$ cat src/hdl/fcsif_pkg.sv
// package: register map, field layout and carrier types of the flash status and event flag block
package fcsif_pkg;
  localparam logic [7:0] FCSIF_OFS_STATUS     = 8'h1C;
  localparam logic [7:0] FCSIF_OFS_FLAGS      = 8'h30;
  localparam logic [7:0] FCSIF_OFS_FLAGS_SET  = 8'h34;
  localparam logic [7:0] FCSIF_OFS_FLAGS_CLR  = 8'h38;
  localparam logic [7:0] FCSIF_OFS_ENABLE     = 8'h3C;
  localparam logic [7:0] FCSIF_OFS_OPTIONS    = 8'h40;

  localparam int FCSIF_FAILCNT_LSB = 28;
  localparam int FCSIF_WBVALID_LSB = 24;
  localparam int FCSIF_NFLAGS      = 9;
  localparam logic [8:0] FCSIF_FLAG_MASK = 9'h17F;

  localparam int FCSIF_BIT_ERASE_DONE = 0;
  localparam int FCSIF_BIT_WRITE_DONE = 1;
  localparam int FCSIF_BIT_HIT_OVF    = 2;
  localparam int FCSIF_BIT_MISS_OVF   = 3;
  localparam int FCSIF_BIT_PWRUP_DONE = 4;
  localparam int FCSIF_BIT_CACHE_PAR  = 5;
  localparam int FCSIF_BIT_WBUF_OVF   = 6;
  localparam int FCSIF_BIT_LV_WRITE   = 8;

  localparam logic [3:0] FCSIF_FAILCNT_RESET = 4'h0;
  localparam logic [3:0] FCSIF_WBVALID_RESET = 4'h0;
  localparam logic [8:0] FCSIF_FLAGS_RESET   = 9'h000;
  localparam logic [6:0] FCSIF_STATUS_LO_RESET = 7'h08;
  localparam logic [1:0] FCSIF_RESP_OKAY     = 2'h0;
  localparam logic [1:0] FCSIF_RESP_SLVERR   = 2'h2;

  // hardware events, one-cycle pulses
  typedef struct packed {
    logic lv_write;
    logic wbuf_ovf;
    logic cache_par;
    logic pwrup_done;
    logic miss_ovf;
    logic hit_ovf;
    logic write_done;
    logic erase_done;
  } fcsif_events_t;

  // status levels owned by the controller around this block
  typedef struct packed {
    logic       perf_counters_running;
    logic       erase_was_aborted;
    logic       word_write_timeout;
    logic       write_data_ready;
    logic       invalid_target_address;
    logic       access_locked;
    logic       busy;
    logic [3:0] write_buffer_valid;
    logic       pattern_fail;
  } fcsif_status_in_t;
endpackage : fcsif_pkg

$ cat src/hdl/fcsif_top.sv
// top: status register, event flags with set/clear/enable, interrupt, AXI4-Lite slave
// What this block does
// status top nibble counts power-up checkerboard check failures since reset.
// status bits 27:24 show write buffer valid words, reset zero.
// flag bit 8 sets on write command in low-voltage mode.
// flag bit 6 sets on write data buffer overflow.
// flag bit 5 sets on cache RAM parity error.
// flag bit 4 sets when power-up finished after power-up command.
// flag bit 3 sets when miss counter overflows.
// flag bit 2 sets when hit counter overflows.
// flag bit 1 sets when a flash write completes.
// flag bit 0 sets on erase done; flags reset zero; 7, 31:9 reserved.
// writing one to set register raises matching flag; zero does nothing.
// writing one to clear register clears flag; optional read-clear returns flags.
// software writes write data only while write data ready is set.
// enable register holds erase-done enable at bit 0, same layout as flags.
// interrupt is high while any enabled flag is set.
// hardware set wins over simultaneous software clear.
//
// Added by the designer: the AXI4-Lite register port.
module fcsif_top
  import fcsif_pkg::*;
(
  // clock and reset
  input  wire logic             aclk,
  input  wire logic             aresetn,
  // axi4-lite write address
  input  wire logic [7:0]       s_axi_awaddr,
  input  wire logic             s_axi_awvalid,
  output logic                  s_axi_awready,
  // axi4-lite write data
  input  wire logic [31:0]      s_axi_wdata,
  input  wire logic [3:0]       s_axi_wstrb,
  input  wire logic             s_axi_wvalid,
  output logic                  s_axi_wready,
  // axi4-lite write response
  output logic [1:0]            s_axi_bresp,
  output logic                  s_axi_bvalid,
  input  wire logic             s_axi_bready,
  // axi4-lite read address
  input  wire logic [7:0]       s_axi_araddr,
  input  wire logic             s_axi_arvalid,
  output logic                  s_axi_arready,
  // axi4-lite read data
  output logic [31:0]           s_axi_rdata,
  output logic [1:0]            s_axi_rresp,
  output logic                  s_axi_rvalid,
  input  wire logic             s_axi_rready,
  // controller side
  input  wire fcsif_events_t    events,
  input  wire fcsif_status_in_t status_in,
  // interrupt
  output logic                  irq
);
  typedef struct packed {
    logic             aw_held;
    logic [7:0]       aw_addr;
    logic             w_held;
    logic [31:0]      w_data;
    logic [3:0]       w_strb;
    logic             bvalid;
    logic [1:0]       bresp;
    logic             rvalid;
    logic [1:0]       rresp;
    logic [31:0]      rdata;
    logic [8:0]       enable;
    logic             read_clear_en;
    logic [3:0]       fail_count;
    logic [3:0]       wbuf_valid;
    logic [6:0]       status_lo;
  } fcsif_state_t;

  fcsif_state_t state_reg;
  fcsif_state_t state_next;

  logic [8:0] flags;
  logic [8:0] hw_set;
  logic [8:0] sw_set;
  logic [8:0] sw_clr;
  logic       do_write;
  logic       do_read;
  logic [7:0] waddr;
  logic [31:0] wmask;
  logic [31:0] wval;
  logic [31:0] status_word;

  assign s_axi_awready = !state_reg.aw_held && !state_reg.bvalid;
  assign s_axi_wready  = !state_reg.w_held && !state_reg.bvalid;
  assign s_axi_arready = !state_reg.rvalid;

  // a write completes once both halves are present, held or arriving now
  always_comb begin
    waddr    = state_reg.aw_held ? state_reg.aw_addr : s_axi_awaddr;
    wval     = state_reg.w_held ? state_reg.w_data : s_axi_wdata;
    wmask    = {{8{state_reg.w_held ? state_reg.w_strb[3] : s_axi_wstrb[3]}},
                {8{state_reg.w_held ? state_reg.w_strb[2] : s_axi_wstrb[2]}},
                {8{state_reg.w_held ? state_reg.w_strb[1] : s_axi_wstrb[1]}},
                {8{state_reg.w_held ? state_reg.w_strb[0] : s_axi_wstrb[0]}}};
    do_write = !state_reg.bvalid
               && (state_reg.aw_held || s_axi_awvalid)
               && (state_reg.w_held || s_axi_wvalid);
    do_read  = s_axi_arvalid && !state_reg.rvalid;
  end

  always_comb begin
    hw_set = '0;
    // low-voltage write
    hw_set[FCSIF_BIT_LV_WRITE]   = events.lv_write;
    // buffer overflow
    hw_set[FCSIF_BIT_WBUF_OVF]   = events.wbuf_ovf;
    // cache parity
    hw_set[FCSIF_BIT_CACHE_PAR]  = events.cache_par;
    // power-up done
    hw_set[FCSIF_BIT_PWRUP_DONE] = events.pwrup_done;
    // miss overflow
    hw_set[FCSIF_BIT_MISS_OVF]   = events.miss_ovf;
    // hit overflow
    hw_set[FCSIF_BIT_HIT_OVF]    = events.hit_ovf;
    // write done
    hw_set[FCSIF_BIT_WRITE_DONE] = events.write_done;
    // erase done
    hw_set[FCSIF_BIT_ERASE_DONE] = events.erase_done;
  end

  always_comb begin
    sw_set = '0;
    sw_clr = '0;
    // write one to set
    if (do_write && waddr == FCSIF_OFS_FLAGS_SET) begin
      sw_set = wval[8:0] & wmask[8:0] & FCSIF_FLAG_MASK;
    end
    // write one to clear
    if (do_write && waddr == FCSIF_OFS_FLAGS_CLR) begin
      sw_clr = wval[8:0] & wmask[8:0] & FCSIF_FLAG_MASK;
    end
    // read-clear option clears what it returns
    if (do_read && state_reg.read_clear_en && s_axi_araddr == FCSIF_OFS_FLAGS_CLR) begin
      sw_clr = sw_clr | flags;
    end
  end

  // each flag lets its set win over a clear
  genvar gi;
  generate
    for (gi = 0; gi < FCSIF_NFLAGS; gi++) begin : g_flag
      if (FCSIF_FLAG_MASK[gi]) begin : g_used
        fcsif_flag_bit u_flag (
          .aclk    (aclk),
          .aresetn (aresetn),
          .hw_set  (hw_set[gi]),
          .sw_set  (sw_set[gi]),
          .sw_clr  (sw_clr[gi]),
          .flag    (flags[gi])
        );
      end else begin : g_rsvd
        assign flags[gi] = 1'b0;
      end
    end
  endgenerate

  always_comb begin
    status_word = '0;
    // failure count
    status_word[FCSIF_FAILCNT_LSB +: 4] = state_reg.fail_count;
    // write buffer valid words
    status_word[FCSIF_WBVALID_LSB +: 4] = state_reg.wbuf_valid;
    status_word[6:0]                    = state_reg.status_lo;
  end

  always_comb begin
    state_next = state_reg;
    // count saturates rather than wrap to zero
    if (status_in.pattern_fail && state_reg.fail_count != 4'hF) begin
      state_next.fail_count = state_reg.fail_count + 4'h1;
    end
    state_next.wbuf_valid = status_in.write_buffer_valid;
    // ready bit shown so software can pace its data writes
    state_next.status_lo  = {status_in.perf_counters_running, status_in.erase_was_aborted,
                             status_in.word_write_timeout, status_in.write_data_ready,
                             status_in.invalid_target_address, status_in.access_locked,
                             status_in.busy};

    if (s_axi_awvalid && s_axi_awready && !do_write) begin
      state_next.aw_held = 1'b1;
      state_next.aw_addr = s_axi_awaddr;
    end
    if (s_axi_wvalid && s_axi_wready && !do_write) begin
      state_next.w_held = 1'b1;
      state_next.w_data = s_axi_wdata;
      state_next.w_strb = s_axi_wstrb;
    end
    if (do_write) begin
      state_next.aw_held = 1'b0;
      state_next.w_held  = 1'b0;
      state_next.bvalid  = 1'b1;
      state_next.bresp   = FCSIF_RESP_OKAY;
      case (waddr)
        // enable shares the flag layout
        FCSIF_OFS_ENABLE: begin
          state_next.enable = ((state_reg.enable & ~wmask[8:0]) | (wval[8:0] & wmask[8:0]))
                              & FCSIF_FLAG_MASK;
        end
        FCSIF_OFS_OPTIONS: begin
          if (wmask[0]) begin
            state_next.read_clear_en = wval[0];
          end
        end
        FCSIF_OFS_FLAGS_SET, FCSIF_OFS_FLAGS_CLR, FCSIF_OFS_FLAGS, FCSIF_OFS_STATUS: begin
          state_next.bresp = FCSIF_RESP_OKAY;
        end
        default: begin
          state_next.bresp = FCSIF_RESP_SLVERR;
        end
      endcase
    end
    if (state_reg.bvalid && s_axi_bready) begin
      state_next.bvalid = 1'b0;
    end

    if (do_read) begin
      state_next.rvalid = 1'b1;
      state_next.rresp  = FCSIF_RESP_OKAY;
      case (s_axi_araddr)
        FCSIF_OFS_STATUS:    state_next.rdata = status_word;
        FCSIF_OFS_FLAGS:     state_next.rdata = {23'h0, flags};
        FCSIF_OFS_ENABLE:    state_next.rdata = {23'h0, state_reg.enable};
        FCSIF_OFS_OPTIONS:   state_next.rdata = {31'h0, state_reg.read_clear_en};
        // write-only set register reads zero
        FCSIF_OFS_FLAGS_SET: state_next.rdata = 32'h0;
        FCSIF_OFS_FLAGS_CLR: begin
          state_next.rdata = state_reg.read_clear_en ? {23'h0, flags} : 32'h0;
        end
        default: begin
          state_next.rdata = 32'h0;
          state_next.rresp = FCSIF_RESP_SLVERR;
        end
      endcase
    end else if (state_reg.rvalid && s_axi_rready) begin
      state_next.rvalid = 1'b0;
    end
  end

  always_ff @(posedge aclk) begin
    if (!aresetn) begin
      state_reg               <= '0;
      state_reg.fail_count    <= FCSIF_FAILCNT_RESET;
      state_reg.wbuf_valid    <= FCSIF_WBVALID_RESET;
      state_reg.enable        <= FCSIF_FLAGS_RESET;
      state_reg.status_lo     <= FCSIF_STATUS_LO_RESET;
    end else begin
      state_reg <= state_next;
    end
  end

  assign s_axi_bvalid = state_reg.bvalid;
  assign s_axi_bresp  = state_reg.bresp;
  assign s_axi_rvalid = state_reg.rvalid;
  assign s_axi_rresp  = state_reg.rresp;
  assign s_axi_rdata  = state_reg.rdata;

  // masked flag OR
  assign irq = |(flags & state_reg.enable);
endmodule : fcsif_top

$ cat src/hdl/fcsif_flag_bit.sv
// one sticky event flag with set and clear sources
module fcsif_flag_bit (
  // clock and reset
  input  wire logic aclk,
  input  wire logic aresetn,
  // sources
  input  wire logic hw_set,
  input  wire logic sw_set,
  input  wire logic sw_clr,
  // state
  output logic      flag
);
  logic flag_reg;
  logic flag_next;

  always_comb begin
    flag_next = flag_reg;
    if (sw_clr) begin
      flag_next = 1'b0;
    end
    // set beats clear so a coincident event is kept
    if (hw_set || sw_set) begin
      flag_next = 1'b1;
    end
  end

  always_ff @(posedge aclk) begin
    if (!aresetn) begin
      flag_reg <= 1'b0;
    end else begin
      flag_reg <= flag_next;
    end
  end

  assign flag = flag_reg;
endmodule : fcsif_flag_bit

$ cat config.mk
export PLATFORM = sky130hd
export DESIGN_NAME = fcsif_top
export DESIGN_NICKNAME = d
export VERILOG_FILES = /design/src/hdl/fcsif_pkg.sv /design/src/hdl/fcsif_top.sv /design/src/hdl/fcsif_flag_bit.sv
export SDC_FILE = /design/constraint.sdc
export NUM_CORES = 1
export LEC_CHECK = 0
export BUFFER_PORTS_ARGS = -buffer_cell sky130_fd_sc_hd__buf_2
export CORE_ASPECT_RATIO = 1.4
export CORE_UTILIZATION = 54
export CTS_BUF_LIST = sky130_fd_sc_hd__clkbuf_8 sky130_fd_sc_hd__clkbuf_16
export CTS_CLUSTER_SIZE = 16
export DETAILED_ROUTE_END_ITERATION = 8
export GPL_TIMING_DRIVEN = 0
export HOLD_SLACK_MARGIN = 0.12
export PLACE_DENSITY_LB_ADDON = 0.2
export SLEW_MARGIN = 30
export SYNTH_ARGS = -nofsm -noshare
export SYNTH_HDL_FRONTEND = slang
export SYNTH_SLANG_ARGS = --single-unit
export TNS_END_PERCENT = 5
$ cat constraint.sdc
create_clock -name aclk -period 5.3 [get_ports aclk]
set_clock_uncertainty 0.15 [all_clocks]
set_input_delay 0.265 -clock aclk [delete_from_list [all_inputs] [get_ports aclk]]
set_output_delay 0.265 -clock aclk [all_outputs]
set_load 0.02 [all_outputs]
# After elaboration in Yosys (flattened, before gate mapping)
# Index checks and enable logic that the tools add are counted.
[classes]
n_addsub = 1
eq_ne = 13
n_mul = 0
mux = 29
n_reduce_logical = 47
n_bitwise = 7
n_lt_le_gt_ge = 0
n_div = 0
shift = 0
[ops]
columns = ["op", "n"]
rows = [
  ["$pmux 32 s5", 1],
  ["$eq 8x6->1 const B", 8],
  ["$mux 9", 5],
  ["$and 9x9->9", 3],
  ["$mux 1", 20],
  ["$or 9x9->9", 2],
  ["$reduce_bool 2->1", 9],
  ["$eq 8x5->1 const B", 2],
  ["$eq 8x7->1 const B", 2],
  ["$logic_and 1x1->1", 16],
  ["$reduce_or 6->1", 2],
  ["$logic_or 1x1->1", 10],
  ["$not 9->9", 1],
  ["$reduce_or 9->1", 1],
  ["$mux 8", 1],
  ["$logic_not 1->1", 5],
  ["$add 4x1->4 const B", 1],
  ["$mux 2", 2],
  ["$ne 4x4->1 const B", 1],
  ["$reduce_or 2->1", 2],
  ["$reduce_and 3->1", 1],
  ["$reduce_and 2->1", 1],
  ["$not 1->1", 1],
]
[word_totals]
latchBits = 0
memories = 0
word_cells = 120
ff_bits = 91
out_inout_bits = 42
rom_bits = 0
mem_bits_rw = 0

# Longest topological paths before layout
# Gate-level depths: netlist of the first run.
[depth]
depth_word = 9
ltp_mapped = 7

# By module
# A second synthesis of the first run with hierarchy kept.
[unflattened]
hier_cells = 407
hier_area_um2 = 3579.7
[by_module_without_submodules]
columns = ["module", "instances", "area_per_inst_um2", "cells_each"]
rows = [
  ["fcsif_top", 1, 3299.4, 383],
  ["fcsif_flag_bit", 8, 35.0, 3],
]

# Worst setup path after synthesis of the first run
# Ideal clock, no wire load.
[synth_timing]
kind = "reg-to-reg"
from = "register state_reg[108] (netlist bit)"
to = "register g_flag[6].g_used.u_flag.flag_reg"
path_slack_ps = 3233
period_less_slack_ps = 2067
setup_time_ps = 120
arrival_time_ps = 1797
path_stages_with_launch = 6
path_cell_list = "dfxtp_1 -> or4b_4 -> a21oi_4 -> nand2_4 -> o311a_1 -> o31a_1"
[synth_between]
elab_chain_cells = 8
[synth_lines]
columns = ["element", "line_no", "text"]
rows = [
  ["start: declaration", "fcsif_top.sv:73", "fcsif_state_t state_reg;"],
  ["start signal: assignment", "fcsif_top.sv:251", "state_reg <= state_next;"],
  ["branches (longest 8 deep; another with $mux 9)", "-", ""],
  ["end signal: assignment", "fcsif_flag_bit.sv:31", "flag_reg <= flag_next;"],
  ["end: declaration", "fcsif_flag_bit.sv:13", "logic flag_reg;"],
]
# Several ways; the timed one is not identified.
# A chain may end at the register's enable or synchronous reset.

# Final worst setup path of the first run
[layout_timing]
from = "input s_axi_awaddr[7]"
to = "register g_flag[4].g_used.u_flag.flag_reg"
[layout_between]
elab_chain_cells = 7
[layout_lines]
columns = ["element", "line_no", "text"]
rows = [
  ["start: declaration", "fcsif_top.sv:28", "input wire logic [7:0] s_axi_awaddr,"],
  ["$mux 8 *", "fcsif_top.sv:93", "waddr = state_reg.aw_held ? state_reg.aw_addr : s_axi_awaddr;"],
  ["$eq 8x6->1", "fcsif_top.sv:133", "if (do_write && waddr == FCSIF_OFS_FLAGS_CLR) begin"],
  ["$logic_and 1x1->1", "fcsif_top.sv:133", ""],
  ["$mux 9", "fcsif_top.sv:133", ""],
  ["$or 9x9->9", "fcsif_top.sv:138", "sw_clr = sw_clr | flags;"],
  ["$mux 9", "fcsif_top.sv:137", "if (do_read && state_reg.read_clear_en && s_axi_araddr == FCSIF_OFS_FLAGS_CLR) begin"],
  ["$reduce_bool 2->1 (no source line)", "-", ""],
  ["end signal: assignment", "fcsif_flag_bit.sv:31", ""],
  ["end: declaration", "fcsif_flag_bit.sv:13", ""],
]
# Mark *: on every way between the ends. The rest lies on a longest branch, timed or not.

==> results.py, run 1 <==
metrics = {
    "synthesis": {
        "ys_seq_area_share_pct": 40.0,
        "synth_flop_cell": "dfxtp_1",
        "ys_ff_latch": 72,
        "ys_top_cells_by_count": "72 x dfxtp_1, 36 x buf_4, 32 x mux2i_1",
        "yosys_warnings": 0,
        "synthTopCellsByArea": "dfxtp_1 40%, mux2i_1 8.9%, buf_4 7.5%, nor2b_1 4.0%, nand2_1 2.8%",
        "synth_cells": 399,
        "synth_area_mm2": 0.00361,
        "synth_edf_count": 0,
        "ys_types": 54,
        "yosysMostFrequentCell": "dfxtp_1",
        "async_flop_share_pct": 0,
        "avgSynthCellArea_um2": 9.04,
        "synth_top_cell_area_share_pct": 40.0,
        "synth.largest_area_cell": "dfxtp_1",
    },
    "global_routing": {
        "grt_overflow": 0,
        "antenna_found_initial": 0,
        "gr-usage-all-layers_pct": 25.8,
        "grt_max_degree": 14,
        "grt_pass1_vias": 3163,
        "grt_pass1_wl_mm": 14.3,
    },
    "status": {
        "outcome": "finished, violations left",
        "violations": "design-rule violations",
    },
    "clock_network": {
        "numClockSinks": 72,
        "clkLatencyLatePin_ns": 0.34,
        "cts_hold_buf": 40,
        "cts_resized": 0,
        "cts_made_buffers": 9,
        "post_cts.repair.setup_buffers": 0,
        "cts_tree": "built",
        "clk_pin_slew_worst_paths_ns": 0.08,
        "cts_root_buffer": "clkbuf_8",
        "clk_path_buf_depth": 2,
        "ctsHtreeMaxLevel": 3,
    },
    "setup_path": {
        "rr_worst_depth": 6,
        "crit_fanout": 7,
        "arrival_ns": 2.52,
        "slowest_stage": "or4b_4",
        "startpoint_type": "input port",
        "timing.critical_path.from": "s_axi_awaddr[7]",
        "slowest_delay_ns": 0.56,
        "regToRegStartpoint": "state_reg[108]",
        "crit_type": "in -> reg",
        "r2r_end": "g_flag[4].g_used.u_flag.flag",
        "cp-end-kind": "flop",
        "worst_ep_required_time_ns": 5.39,
        "endpoint": "g_flag[4].g_used.u_flag.flag",
        "reg2reg_slack_ns": 3.02,
        "path_cells": "dlygate4sd3_1 -> buf_2 -> or4b_4 -> a21oi_4 -> nand2_4 -> o311a_1 -> o31a_1",
    },
    "die": {
        "row_count": 34,
        "io_pins": 121,
        "die_w_um": 71.1,
        "die_h_um": 98.7,
        "start_util_pct": 56.9,
        "dieArea_mm2": 0.00701,
        "core-area_mm2": 0.00634,
    },
    "route": {
        "postRouteAntennaNets": 0,
        "drtIter0Drc": 194,
        "wl_mm": 8.68,
        "via_count": 3239,
        "drc": 6,
        "dr.pass1.iters": 8,
        "routedWlPerCell_um": 14.0,
        "vias_per_cell": 5.22,
    },
    "finish": {
        "drive_above_1_share_pct": 25.9,
        "nFillCells": 482,
        "stdcell_area_mm2": 0.00471,
        "post-route-util_pct": 74.4,
        "area_growth_pct": 30.7,
        "finalNetCount": 623,
        "num_antenna_cells": 0,
        "final_cells": 620,
    },
    "pwr": {
        "power_density_mw_per_mm2": 251,
        "p_leak_nw": 2.11,
        "ir_drop_mv": 0.217,
    },
    "placement": {
        "dp_hpwl_mm": 6.05,
        "place_inst": 564,
        "io_buffers": 76,
        "post-place-ws_ns": 3.04,
        "gp_congestion": 0.851,
        "placed_cell_area_mm2": 0.00414,
    },
    "timing": {
        "worst_slack_ns": 2.87,
        "fin_crit_sh_pct": 45.9,
        "period_needed_ns": 2.43,
        "slew_violations": 0,
        "rsz0062_at_grt": "false",
        "setup_violations": 0,
        "worst_pin_slew_ns": 0.707,
        "hold_viol_final": 0,
        "relSlewSlack_pct": 52.9,
        "max_freq_mhz": 411,
        "finalSetupTns_ns": 0,
    },
    "flow_run": {
        "drv_cap": 0,
    },
    "min_path": {
        "hold_path.class": "in -> reg",
    },
}
cell usage in the layout, fill, tap and decap left out, types with 2 or more instances in the layout:
cell type and count:
a2111oi_0 2, a21boi_0 12, a21boi_1 6, a21oi_1 7
a221oi_1 6, a22oi_1 4, and2_1 14, buf_1 3
buf_2 79, buf_4 36, clkbuf_1 13, clkbuf_8 9
clkinvlp_4 3, conb_1 18, dfxtp_1 72, dlygate4sd3_1 40
inv_1 13, mux2_2 3, mux2i_1 32, nand2_1 27
nand2b_1 4, nand3_1 19, nand3b_1 3, nand4_1 3
nor2_1 20, nor2b_1 23, nor3_1 12, o21ai_0 10
o22ai_1 2, o311a_1 7, o31a_1 7, or2_1 4
or2_2 2, or3_1 3, or4b_1 3, or4bb_1 2
xnor2_1 2
through the flow:
stage	power, mW	hold slack, ns
final	1.18	0.178
after global routing	1.23	0.207
after CTS	1.18	0.173
after detailed placement	0.778	0.302
after global placement	0.772	0.291
after floorplan	0.720	0.216
critical path: cells and delay by family:
family,cells,cell delay [ns]
compound gates,3,0.92
buf+inv,2,0.66
simple gates,2,0.67
layout make-up:
| cell class | instances | area, um2 | area share (%) |
|---|---|---|---|
| plain buffers | 56 | 357 | 7.57 |
| clock buffers | 9 | 124 | 2.63 |
| clock inverters | 7 | 48.8 | 1.04 |
| inverters | 12 | 45.0 | 0.956 |
| multi-input cells | 276 | 1830 | 38.8 |
| flip-flops and latches | 72 | 1440 | 30.6 |
| well taps | 72 | 90.1 | 1.91 |
| repair buffers | 116 | 781 | 16.6 |
layer usage:
metal / vias to the layer above / track usage [%] / part of all wire [%]
li1: 1641 / - / -
met1: 1488 / 29.7 / 41
met2: 97 / 47.8 / 53
met3: 13 / 4.40 / 3.9
met4: 0 / 8.31 / 2.0
met5: - / 0 / 0
how the worst min path moves through the flow:
stage | cells past startpoint | from | to | slack (ns)
after floorplan | 1 | status_in[8] | state_reg[3] | 0.22
after global placement | 2 | s_axi_rdata[28] | s_axi_rdata[28] | 0.29
after detailed placement | 2 | s_axi_rdata[28] | s_axi_rdata[28] | 0.30
after CTS | 5 | s_axi_awaddr[6] | state_reg[106] | 0.17
after global routing | 5 | s_axi_awaddr[6] | state_reg[106] | 0.21
final | 5 | s_axi_awaddr[6] | state_reg[106] | 0.18
kinds of logic (layout without fill, tap and decap cells):
logic type      Yosys count  count (layout)  share of synthesized area, %
simple gates            146             146                          22.5
xor+xnor                  3               3                         0.729
fa+ha+maj                 1               1                         0.347
other cells               1              18                         0.104
compound gates           73              73                          15.4
flops                    72              72                          40.0
buf+inv                  68             200                          11.1
mux                      35              35                          9.82
where the power goes:
part / leakage [nW] / internal [mW] / switching, mW
Combinational: 1.44 / 0.104 / 0.107
Clock: 0.0830 / 0.170 / 0.221
Sequential: 0.590 / 0.565 / 0.0165
Total: 2.11 / 0.839 / 0.344
No activity file was read; power rests on OpenSTA's default activity.
==> run 2, diff against run 1 <==
--- a/config.mk
+++ b/config.mk
@@ -7,7 +7,7 @@
 export LEC_CHECK = 0
 export BUFFER_PORTS_ARGS = -buffer_cell sky130_fd_sc_hd__buf_2
 export CORE_ASPECT_RATIO = 1.4
-export CORE_UTILIZATION = 54
+export CORE_UTILIZATION = 51
 export CTS_BUF_LIST = sky130_fd_sc_hd__clkbuf_8 sky130_fd_sc_hd__clkbuf_16
 export CTS_CLUSTER_SIZE = 16
 export DETAILED_ROUTE_END_ITERATION = 8
==> constraint.sdc (replaced) <==
create_clock -name aclk -period 2.4 [get_ports aclk]
set_clock_uncertainty 0.15 [all_clocks]
set_input_delay 0.12 -clock aclk [delete_from_list [all_inputs] [get_ports aclk]]
set_output_delay 0.12 -clock aclk [all_outputs]
set_load 0.02 [all_outputs]
==> run 2 against run 1 <==
  * The run now ends clean
  * Non-clock buffer count rose by 2
  * Total power rose to 2.6 times the previous value
  * Routed wire length rose by 0.23%
  * Critical endpoint is now g_flag[1].g_used.u_flag.flag
  * Final area rose by 2.9%
  * Die area rose by 5.7%
  * Via count fell by 0.93%
  * Highest routed layer unchanged
==> results.py, run 2 (same netlist as run 1, synthesis figures left out) <==
metrics = {
    "setup_path": {
        "r2r_end": "g_flag[1].g_used.u_flag.flag",
        "reg2reg_slack_ns": 0.12,
        "startpoint_type": "flop",
        "regToRegStartpoint": "state_reg[108]",
        "arrival_ns": 2.38,
        "crit_fanout": 10,
        "cp-end-kind": "flop",
        "rr_worst_depth": 6,
        "crit_type": "reg -> reg",
        "worst_ep_required_time_ns": 2.49,
    },
    "clock_network": {
        "ctsHtreeMaxLevel": 3,
        "cts_made_buffers": 9,
        "clk_pin_slew_worst_paths_ns": 0.08,
        "clkLatencyLatePin_ns": 0.35,
        "cts_resized": 0,
        "numClockSinks": 72,
        "cts_root_buffer": "clkbuf_8",
        "post_cts.repair.setup_buffers": 0,
        "clk_path_buf_depth": 2,
        "cts_tree": "built",
        "cts_hold_buf": 42,
    },
    "global_routing": {
        "grt_pass1_wl_mm": 13.7,
        "grt_pass1_vias": 3026,
        "gr-usage-all-layers_pct": 24.2,
        "grt_overflow": 0,
        "antenna_found_initial": 0,
        "grt_max_degree": 13,
    },
    "finish": {
        "finalNetCount": 625,
        "drive_above_1_share_pct": 25.9,
        "layout_commonest_cell": "buf_2",
        "final_cell_mix": "79 x buf_2, 72 x dfxtp_1, 42 x dlygate4sd3_1, 36 x buf_4, 32 x mux2i_1",
        "num_antenna_cells": 0,
        "area_growth_pct": 34.6,
    },
    "die": {
        "dieArea_mm2": 0.00742,
        "io_pins": 121,
        "start_util_pct": 53.8,
        "die_w_um": 73.1,
        "row_count": 35,
        "die_h_um": 101,
        "core-area_mm2": 0.00670,
    },
    "route": {
        "via_count": 3209,
        "routedWlPerCell_um": 13.6,
        "vias_per_cell": 5.01,
        "drtIter0Drc": 148,
        "postRouteAntennaNets": 0,
        "dr.pass1.iters": 4,
        "drc": 0,
        "wl_mm": 8.70,
    },
    "timing": {
        "max_freq_mhz": 438,
        "period_needed_ns": 2.28,
        "rsz0062_at_grt": "false",
        "setup_violations": 0,
        "finalSetupTns_ns": 0,
        "hold_viol_final": 0,
        "worst_pin_slew_ns": 0.697,
        "fin_crit_sh_pct": 95.2,
        "relSlewSlack_pct": 53.6,
        "slew_violations": 0,
    },
    "pwr": {
        "total_power_mw": 3.03,
        "ir_drop_mv": 0.421,
        "power_density_mw_per_mm2": 625,
        "p_leak_nw": 2.17,
    },
    "placement": {
        "dp_hpwl_mm": 6.12,
        "gp_congestion": 0.840,
        "io_buffers": 76,
    },
    "min_path": {
        "min_from": "aresetn",
        "hold_depth": 3,
        "hold_path.class": "in -> reg",
        "hold_end": "state_reg[3]",
    },
    "status": {
        "outcome": "complete, no violations",
    },
    "flow_run": {
        "drv_cap": 0,
    },
}
run 2: cell count changes in the layout (fill, tap and decap cells not counted):
cell           before  now
clkbuf_8            9   10
bufinv_16           0    4
clkinv_2            1    0
dlygate4sd3_1      40   42
clkinvlp_4          3    0
inv_6               1    0
inv_1              13   12
run 2: report_power, final:
group          internal, mW  leakage, nW  switching [mW]
registers              1.25        0.590          0.0356
clock network         0.820        0.133           0.461
logic                 0.232         1.45           0.236
run 2: worst max path at each step:
| stage | from | to | slack (ns) | cells after the start |
|---|---|---|---|---|
| final | state_reg[108] | g_flag[1].g_used.u_flag.flag | 0.12 | 6 |
| after detailed placement | state_reg[108] | g_flag[1].g_used.u_flag.flag | 0.14 | 6 |
| after CTS | state_reg[108] | g_flag[1].g_used.u_flag.flag | 0.12 | 6 |
| after global routing | state_reg[108] | g_flag[1].g_used.u_flag.flag | 0.02 | 6 |
| after floorplan | state_reg[108] | g_flag[6].g_used.u_flag.flag | 0.33 | 5 |
| after global placement | state_reg[108] | g_flag[4].g_used.u_flag.flag | 0.16 | 6 |
run 2: critical path: stages (launching register included):
cell	delay, ns
dfxtp_1	0.46
buf_6	0.18
o22ai_1	0.21
nor3_2	0.40
nand2_4	0.13
o311a_1	0.37
o31a_1	0.28
run 2: metrics by stage:
| step | cell area, um2 | std cells | hold WS (ns) | util, % | setup slack [ns] |
|---|---|---|---|---|---|
| final | 4850 | 641 | 0.154 | 72.4 | 0.116 |
| after global placement | 4170 | 584 | 0.167 | 62.2 | 0.163 |
| after detailed placement | 4170 | 584 | 0.163 | 62.2 | 0.136 |
| after global routing | 4850 | 641 | 0.180 | 72.4 | 0.0247 |
| after CTS | 4850 | 641 | 0.152 | 72.4 | 0.117 |
| after floorplan | 3670 | 416 | 0.0715 | - | 0.333 |
run 2: routing by layer:
metal / track usage (%) / vias to the layer above / routed length [um]
li1: - / 1639 / -
met1: 25.7 / 1454 / 3530
met2: 46.4 / 100 / 4630
met3: 3.48 / 16 / 358
met4: 10.3 / 0 / 176
met5: 0 / - / 0
run 2: area by class of cell:
class                   instances  area (um2)
fillers                       547        1850
multi-input cells             276        1830
flip-flops and latches         72        1440
repair buffers                118         801
plain buffers                  56         357
clock buffers                  10         138
clock inverters                 5         129
well taps                      92         115
inverters                      12        45.0
